==> config.mk <==
export PLATFORM = sky130hd
export DESIGN_NAME = ucr_reset_control
export DESIGN_NICKNAME = d
export VERILOG_FILES = /design/src/core/ucr_pkg.sv /design/src/core/ucr_reset_control.sv
export SDC_FILE = /design/constraint.sdc
export NUM_CORES = 1
export LEC_CHECK = 0
export ABC_AREA = 0
export ABC_CLOCK_PERIOD_IN_PS = 2100
export BUFFER_PORTS_ARGS = -buffer_cell sky130_fd_sc_hd__buf_4
export CAP_MARGIN = 20
export CORE_MARGIN = 5
export CORE_UTILIZATION = 36
export DETAILED_ROUTE_END_ITERATION = 7
export GPL_ROUTABILITY_DRIVEN = 1
export MAX_ROUTING_LAYER = met4
export PLACE_DENSITY = 0.81
export SYNTH_ARGS = -nofsm -noshare
export SYNTH_HDL_FRONTEND = slang
export SYNTH_SLANG_ARGS = --single-unit
==> constraint.sdc <==
create_clock -name core_clk -period 2.1 [get_ports core_clk]
set_input_delay 0.315 -clock core_clk [delete_from_list [all_inputs] [get_ports core_clk]]
set_output_delay 0.315 -clock core_clk [all_outputs]
set_load 0.02 [all_outputs]
==> src/core/ucr_pkg.sv <==
// Purpose: Shared constants for the USB core reset control block
// Assumes: One 25 MHz system clock
// Notes:   Reset values and bit positions of the reset-sensitive state
package ucr_pkg;
    localparam logic [15:0] CPU_CONTROL_STATUS_ADDR = 16'h7f92;
    localparam int          CPU_HOLD_RESET_BIT      = 0;
    localparam int          CPU_CLOCK_OUT_BIT       = 1;
    localparam logic [7:0]  CPU_RELEASE_VALUE       = 8'h00;
    localparam logic [7:0]  CPU_HOLD_VALUE          = 8'h01;
    localparam logic [7:0]  USB_CONTROL_RESET       = 8'h04;
    localparam int          FIRMWARE_OWNS_BIT       = 1;
    localparam int          BREAK_BIT               = 3;
    localparam logic [7:0]  IN_VALID_RESET          = 8'h57;
    localparam logic [7:0]  OUT_VALID_RESET         = 8'h55;
    localparam logic [7:0]  ISO_VALID_RESET         = 8'h07;
    localparam logic [7:0]  ZERO_BYTE               = 8'h00;
    localparam logic [7:0]  OUT_ARMED_VALUE         = 8'h02;
    localparam logic [7:0]  BOOT_IMAGE_MARK         = 8'hb6;
    localparam logic [7:0]  BOOT_ID_MARK            = 8'hb4;
    localparam logic [3:0]  REVISION_DEFAULT        = 4'h1;
    typedef enum logic [1:0] {BOOT_PROBE, BOOT_LOAD, BOOT_DONE} ucr_boot_type;
endpackage

==> src/core/ucr_reset_control.sv <==
// Purpose: Chip reset, processor hold/release and reset defaults of the USB core state
// Assumes: Pins synchronous to core_clk; register writes arrive as one-cycle strobes
// Notes:   Processor reset is distinct from chip reset; the two-wire boot engine is external
//
// What this block does
// - Processor control register resets to revision, clock-out enable, hold reset.
// - Writing 0x01 holds the processor in reset, writing zero releases it.
// - Only processor writes change the clock-output enable bit.
// - Clock output runs from power-up and during reset unless disabled.
// - Reset release while suspended stops clock out until resume or wake pin.
// - Reset pin low applies full power-on defaults.
// - Reset pin does not disturb oscillator or PLL.
// - Port configuration and output enables clear on power-on reset.
// - Interrupt enables, requests, bulk status, toggles, address clear on power-on.
// - USB control register resets to 0x04, firmware ownership clear.
// - With ownership clear the core answers device requests itself.
// - Endpoint valid masks load 0x57, 0x55, 0x07, 0x07 on power-on.
// - Endpoint pairing off on power-on.
// - Break/autovector register, configuration and alternate setting clear on power-on.
// - While processor held, bulk IN unarmed: NAK IN, ACK OUT.
// - On processor release, every bulk OUT status is written 0x02.
// - Boot image 0xB6 found: load code, then write 0x00 to control register.
// - External code with no B4/B6 memory: release processor, set ownership.
// - Processor reset keeps valid bits, address, ports, stalls, toggles.
// - Processor reset clears interrupt enables but keeps requests pending.
// - Processor reset clears break bit only; ownership flag unchanged.
// - Two-wire controller reset only by chip reset (reset pin low or PLL unlocked).
module ucr_reset_control
    import ucr_pkg::*;
#(
    parameter logic [3:0] REVISION = REVISION_DEFAULT  // Arbitrary revision value
) (
    input  wire logic       core_clk,
    input  wire logic       rst_n,
    input  wire logic       pll_locked,
    input  wire logic       suspended,
    input  wire logic       bus_resume,
    input  wire logic       wake_request_pin_n,
    input  wire logic       external_code_select,
    input  wire logic       boot_probe_done,
    input  wire logic       boot_first_valid,
    input  wire logic [7:0] boot_first_byte,
    input  wire logic       boot_load_done,
    input  wire logic       reg_write,
    input  wire logic       reg_from_processor,
    input  wire logic [15:0] reg_addr,
    input  wire logic [7:0] reg_wdata,
    input  wire logic       usb_int_req_set,
    input  wire logic [7:0] usb_int_req_clear,
    input  wire logic [7:0] usb_int_enable_wdata,
    input  wire logic       usb_int_enable_write,
    input  wire logic [7:0] break_autovector_wdata,
    input  wire logic       break_autovector_write,
    input  wire logic       bulk_out_load,
    input  wire logic       bulk_out_token,
    output logic [7:0]      cpu_control_status,
    output logic            processor_reset,
    output logic            clock_output_enable,
    output logic            clock_output_gate,
    output logic            chip_reset,
    output logic            two_wire_reset,
    output logic            boot_load_active,
    output logic [7:0]      usb_control_register,
    output logic            firmware_owns_requests,
    output logic            core_answers_requests,
    output logic [7:0]      port_config,
    output logic [7:0]      port_output_enable,
    output logic [7:0]      usb_int_enable,
    output logic [7:0]      usb_int_request,
    output logic [7:0]      bulk_in_status,
    output logic [7:0]      bulk_out_status,
    output logic [7:0]      data_toggles,
    output logic [7:0]      stall_bits,
    output logic [7:0]      function_address,
    output logic [7:0]      in_endpoint_valid_mask,
    output logic [7:0]      out_endpoint_valid_mask,
    output logic [7:0]      iso_in_valid_mask,
    output logic [7:0]      iso_out_valid_mask,
    output logic [7:0]      endpoint_pairing,
    output logic [7:0]      break_autovector_register,
    output logic [7:0]      configuration,
    output logic [7:0]      alternate_setting,
    output logic            bulk_in_nak,
    output logic            bulk_out_ack
);
    import ucr_pkg::*;

    logic         rst_meta_q;
    logic         rst_sync_q;
    logic         chip_rst;
    logic         hold_q;
    logic         hold_prev_q;
    logic         clock_output_pin_en_q;
    logic         clk_run_q;
    logic         owns_q;
    logic         out_armed_q;
    logic         out_taken_q;
    logic [7:0]   int_en_q;
    logic [7:0]   int_req_q;
    logic [7:0]   bav_q;
    logic         ctl_write;
    logic         release_evt;
    logic         boot_write;
    ucr_boot_type boot_q;
    logic [7:0]   port_cfg_q;
    logic [7:0]   port_oe_q;
    logic [7:0]   toggle_q;
    logic [7:0]   stall_q;
    logic [7:0]   fn_addr_q;
    logic [7:0]   in_valid_q;
    logic [7:0]   out_valid_q;
    logic [7:0]   iso_in_valid_q;
    logic [7:0]   iso_out_valid_q;
    logic [7:0]   pairing_q;
    logic [7:0]   config_q;
    logic [7:0]   alt_setting_q;

    // Reset pin: async assert, sync release
    always_ff @(posedge core_clk or negedge rst_n) begin
        if (!rst_n) begin
            rst_meta_q <= 1'b0;
            rst_sync_q <= 1'b0;
        end else begin
            rst_meta_q <= 1'b1;
            rst_sync_q <= rst_meta_q;
        end
    end
    assign chip_rst       = !rst_sync_q || !pll_locked;
    assign chip_reset     = chip_rst;
    assign two_wire_reset = chip_rst;

    assign ctl_write   = reg_write && (reg_addr == CPU_CONTROL_STATUS_ADDR);
    assign boot_write  = (boot_q == BOOT_LOAD) && boot_load_done;
    // Falling hold bit marks each processor release
    assign release_evt = hold_prev_q && !hold_q;

    // Boot sequencer
    always_ff @(posedge core_clk) begin
        if (chip_rst) begin
            boot_q <= BOOT_PROBE;
        end else begin
            unique case (boot_q)
                BOOT_PROBE: begin
                    if (boot_probe_done) begin
                        if (boot_first_valid && boot_first_byte == BOOT_IMAGE_MARK) begin
                            boot_q <= BOOT_LOAD;
                        end else begin
                            boot_q <= BOOT_DONE;
                        end
                    end
                end
                BOOT_LOAD: begin
                    if (boot_load_done) begin
                        boot_q <= BOOT_DONE;
                    end
                end
                BOOT_DONE: begin
                    boot_q <= BOOT_DONE;
                end
            endcase
        end
    end
    assign boot_load_active = (boot_q == BOOT_LOAD);

    // Processor hold bit
    always_ff @(posedge core_clk) begin
        if (chip_rst) begin
            hold_q      <= 1'b1;
            hold_prev_q <= 1'b1;
        end else begin
            hold_prev_q <= hold_q;
            if (boot_write) begin
                hold_q <= CPU_RELEASE_VALUE[CPU_HOLD_RESET_BIT];
            end else if (boot_q == BOOT_PROBE && boot_probe_done && external_code_select
                         && !(boot_first_valid && (boot_first_byte == BOOT_IMAGE_MARK
                         || boot_first_byte == BOOT_ID_MARK))) begin
                hold_q <= 1'b0;
            end else if (ctl_write) begin
                hold_q <= reg_wdata[CPU_HOLD_RESET_BIT];
            end
        end
    end

    // Clock output enable, processor writes only
    always_ff @(posedge core_clk) begin
        if (chip_rst) begin
            clock_output_pin_en_q <= 1'b1;
        end else if (ctl_write && reg_from_processor) begin
            clock_output_pin_en_q <= reg_wdata[CPU_CLOCK_OUT_BIT];
        end
    end

    // Clock runs through reset, stops on suspend until resume or wake
    always_ff @(posedge core_clk) begin
        if (chip_rst) begin
            clk_run_q <= 1'b1;
        end else if (bus_resume || !wake_request_pin_n) begin
            clk_run_q <= 1'b1;
        end else if (suspended) begin
            clk_run_q <= 1'b0;
        end
    end
    assign clock_output_gate = clock_output_pin_en_q && clk_run_q;

    assign cpu_control_status  = {REVISION, 2'b00, clock_output_pin_en_q, hold_q};
    assign processor_reset     = hold_q;
    assign clock_output_enable = clock_output_pin_en_q;

    // Firmware ownership of device requests
    always_ff @(posedge core_clk) begin
        if (chip_rst) begin
            owns_q <= 1'b0;
        end else if (boot_q == BOOT_PROBE && boot_probe_done && external_code_select
                     && !(boot_first_valid && (boot_first_byte == BOOT_IMAGE_MARK
                     || boot_first_byte == BOOT_ID_MARK))) begin
            owns_q <= 1'b1;
        end
    end
    assign firmware_owns_requests = owns_q;
    assign core_answers_requests  = !owns_q;
    assign usb_control_register   = USB_CONTROL_RESET | ({7'h00, owns_q} << FIRMWARE_OWNS_BIT);

    // Interrupt enables clear on either reset, requests only on chip reset
    always_ff @(posedge core_clk) begin
        if (chip_rst || hold_q) begin
            int_en_q <= ZERO_BYTE;
        end else if (usb_int_enable_write) begin
            int_en_q <= usb_int_enable_wdata;
        end
    end
    always_ff @(posedge core_clk) begin
        if (chip_rst) begin
            int_req_q <= ZERO_BYTE;
        end else begin
            int_req_q <= (int_req_q & ~usb_int_req_clear) | {7'h00, usb_int_req_set};
        end
    end
    assign usb_int_enable  = int_en_q;
    assign usb_int_request = int_req_q;

    // Break and autovector register
    always_ff @(posedge core_clk) begin
        if (chip_rst) begin
            bav_q <= ZERO_BYTE;
        end else if (hold_q) begin
            bav_q[BREAK_BIT] <= 1'b0;
        end else if (break_autovector_write) begin
            bav_q <= break_autovector_wdata;
        end
    end
    assign break_autovector_register = bav_q;

    // Bulk OUT arming: one packet accepted after release
    always_ff @(posedge core_clk) begin
        if (chip_rst) begin
            out_armed_q <= 1'b0;
            out_taken_q <= 1'b0;
        end else if (release_evt) begin
            out_armed_q <= 1'b1;
            out_taken_q <= 1'b0;
        end else if (bulk_out_load) begin
            out_taken_q <= 1'b0;
        end else if (bulk_out_token && out_armed_q && !hold_q) begin
            out_taken_q <= 1'b1;
        end
    end
    assign bulk_out_status = out_armed_q ? OUT_ARMED_VALUE : ZERO_BYTE;
    assign bulk_in_status  = ZERO_BYTE;
    assign bulk_in_nak     = hold_q;
    assign bulk_out_ack    = hold_q || (out_armed_q && !out_taken_q);

    // Power-on defaults: loaded by chip reset only, processor reset keeps them
    always_ff @(posedge core_clk) begin
        if (chip_rst) begin
            port_cfg_q      <= ZERO_BYTE;
            port_oe_q       <= ZERO_BYTE;
            toggle_q        <= ZERO_BYTE;
            stall_q         <= ZERO_BYTE;
            fn_addr_q       <= ZERO_BYTE;
            in_valid_q      <= IN_VALID_RESET;
            out_valid_q     <= OUT_VALID_RESET;
            iso_in_valid_q  <= ISO_VALID_RESET;
            iso_out_valid_q <= ISO_VALID_RESET;
            pairing_q       <= ZERO_BYTE;
            config_q        <= ZERO_BYTE;
            alt_setting_q   <= ZERO_BYTE;
        end
    end

    assign port_config             = port_cfg_q;
    assign port_output_enable      = port_oe_q;
    assign data_toggles            = toggle_q;
    assign stall_bits              = stall_q;
    assign function_address        = fn_addr_q;
    assign in_endpoint_valid_mask  = in_valid_q;
    assign out_endpoint_valid_mask = out_valid_q;
    assign iso_in_valid_mask       = iso_in_valid_q;
    assign iso_out_valid_mask      = iso_out_valid_q;
    assign endpoint_pairing        = pairing_q;
    assign configuration           = config_q;
    assign alternate_setting       = alt_setting_q;
endmodule // ucr_reset_control

==> results.ini <==
[critical_path]
crit_arrival_ns=1.38
worstSetupStartpointType=flip-flop
critPathCaptureType=output pin
rr_startpoint=rst_sync_q
worstPathMaxFanout=8
cp.required_ns=1.78
setup.worst_path.start=rst_sync_q
crit_type=flip-flop to output pin

[pwr]
ir_worst_vdd_uv=388
powerDensity_nw_per_um2=562
p_leak_nw=1.47

[floorplanning]
core_area_um2=6350
io_pins=235
initial_utilization_pct=36.8
die_h_um=90.6
fp.dieW_um=90.6
fp.dieArea_um2=8210
rows=29

[final_layout]
final_cell_area_um2=2800
final_cell_mix=conb_1 (125), buf_4 (106), dfxtp_1 (33)
finalNetCount=439
post-route-util_pct=44.1
n_antenna_cell=0
final_common_cell=conb_1
area_delta_synth_final_pct=19.7
drive_gt1_share_pct=32.1

[route]
vias=1688
drt_iter0_drc=45
firstDrtPassIters=4
routedWlPerCell_um=12.5
remaining_drc_errors=0
ant_nets=0
avgViaCountPerCell=3.82
routed_wl_um=5530

[sta]
setup_violations=0
finalHoldViolCount=0
skew_ns=0.00848
rsz0062_at_grt=no
fmax_ghz=0.591
hold_ws_ns=0.172
tightest_slew_ns=0.468
slew_violations=0
fin_crit_ns=1.69
finalSetupTns_ns=0
slew_headroom_pct=68.0
period_share_pct=80.6

[synth]
synth.top_cell.area_share_pct=41.7
synth_area_leader_cell=buf_4
syn_avg_cell_area_um2=8.93
ys_seq_area_share_pct=30.4
synth_area_um2=2340
ys_types=35
synthFlopType=dfxtp_1
synth_edf_count=0
yosysWarnings=0
async_flop_share_pct=5.71
synth_area_leaders=buf_4 (42%), dfxtp_1 (28%), mux2i_1 (6.8%)
ys_ff_latch=35
postSynthCellCount=262

[clock_network]
clock-sinks=35
ctsResizeCount=0
cts_max_path_buffers=2
h-tree-depth=2
cts_tree=done
cts_made_buffers=5
post-cts-setup-buffer-count=0
clockRootBuffer=clkbuf_8
clkSlewWorstSetupHoldPaths_ns=0.09
clk_latency_ns=0.29

[global_routing]
grt_pass1_vias=1734
grt_max_degree=15
overflow=0
antenna_found_initial=0
grt.total_usage_pct=12.6
grt_pass1_wl_um=8310

[place]
dp_hpwl_um=4810
port_buffers=104
globalplace.congestion=0.756
placed_area_um2=2700

[flow_run]
max_cap_violations=0

[hold_path]
min_from=usb_int_req_clear[2]
hp-class=primary input to flip-flop

[outcome]
outcome=finished, final reports clean

-- cell families (layout without fill, tap and decap cells) --
logic type                 Yosys count  in the layout  synth area share [%]
DFF                                 35             35                  30.4
buffers and inverters              144            124                  44.0
muxes                               16             16                  6.85
other                                2            125                 0.321
AOI/OAI and AO/OA                   12             12                  3.64
and+or+nand+nor                     51             51                  13.8
adders and majority gates            2              2                  1.07
-- where the power goes --
part | total, W | internal [W] | switching, W
Clock | 0.000516 | 0.000237 | 0.000278
Sequential | 0.000676 | 0.000671 | 0.00000501
Combinational | 0.000381 | 0.000114 | 0.000268
-- sequential cells by signal (all words and copies together) (netlist names) --
signal,flops
break_autovector_register,8
usb_int_enable,8
usb_int_request,8
boot_q,2
bulk_in_nak,1
clk_run_q,1
clock_output_enable,1
firmware_owns_requests,1
hold_prev_q,1
out_armed_q,1
out_taken_q,1
rst_meta_q,1
rst_sync_q,1
-- final cells by class --
cell class                      instances  area [µm²]
Tap cell                               77        96.3
Sequential cell                        35         711
Multi-Input combinational cell        206        1060
Clock inverter                          3        23.8
Clock buffer                            5        68.8
Fill cell                             642        3550
Inverter                                9        33.8
Timing Repair Buffer                  107         806
-- through the flow --
stage	std cells	worst slack, ns	power [W]
after floorplan	385	0.231	0.00112
after global routing	442	0.314	0.00165
final	442	0.408	0.00157
after global placement	433	0.150	0.00106
after CTS	442	0.382	0.00159
after detailed placement	433	0.136	0.00106
-- path summary, 6_finish.rpt --
| path | to | slack, ns | cells after the start |
|---|---|---|---|
| setup / recovery | chip_reset | 0.41 | 3 |
| hold reg to reg | rst_sync_q | 0.36 | 0 |
| hold / removal | usb_int_request[2] | 0.17 | 2 |
| max in group asynchronous | rst_meta_q | 1.67 | 2 |
| setup reg to reg | out_taken_q | 0.61 | 3 |
| min in group asynchronous | rst_sync_q | 0.35 | 2 |
-- synth_stat cells, types with 3 or more instances --
cell type  instances
nand2b_1           4
clkbuf_1           5
nand4b_1           3
inv_1              9
nor3b_1            7
a21oi_1            3
buf_4            130
nor2_1            20
dfxtp_1           33
mux2i_1           16
-- critical path, stage by stage, from the launching register on --
cell and delay, ns:
dfrtp_1 0.36, and2_0 0.23, inv_1 0.29, buf_4 0.21
-- metal layers --
| metal | track usage (%) | vias up | routed length, µm |
|---|---|---|---|
| li1 | - | 792 | - |
| met1 | 10.8 | 767 | 1680 |
| met2 | 23.9 | 121 | 3050 |
| met3 | 5.92 | 8 | 736 |
| met4 | 3.60 | 0 | 62 |
| met5 | - | - | 0 |
-- what timing repair did --
action	4_1_cts	5_1_grt
hold buffers	1	0
endpoints found under the hold margin	2	0
setup endpoints to repair	0	0
(Power assumes the default switching activity.)
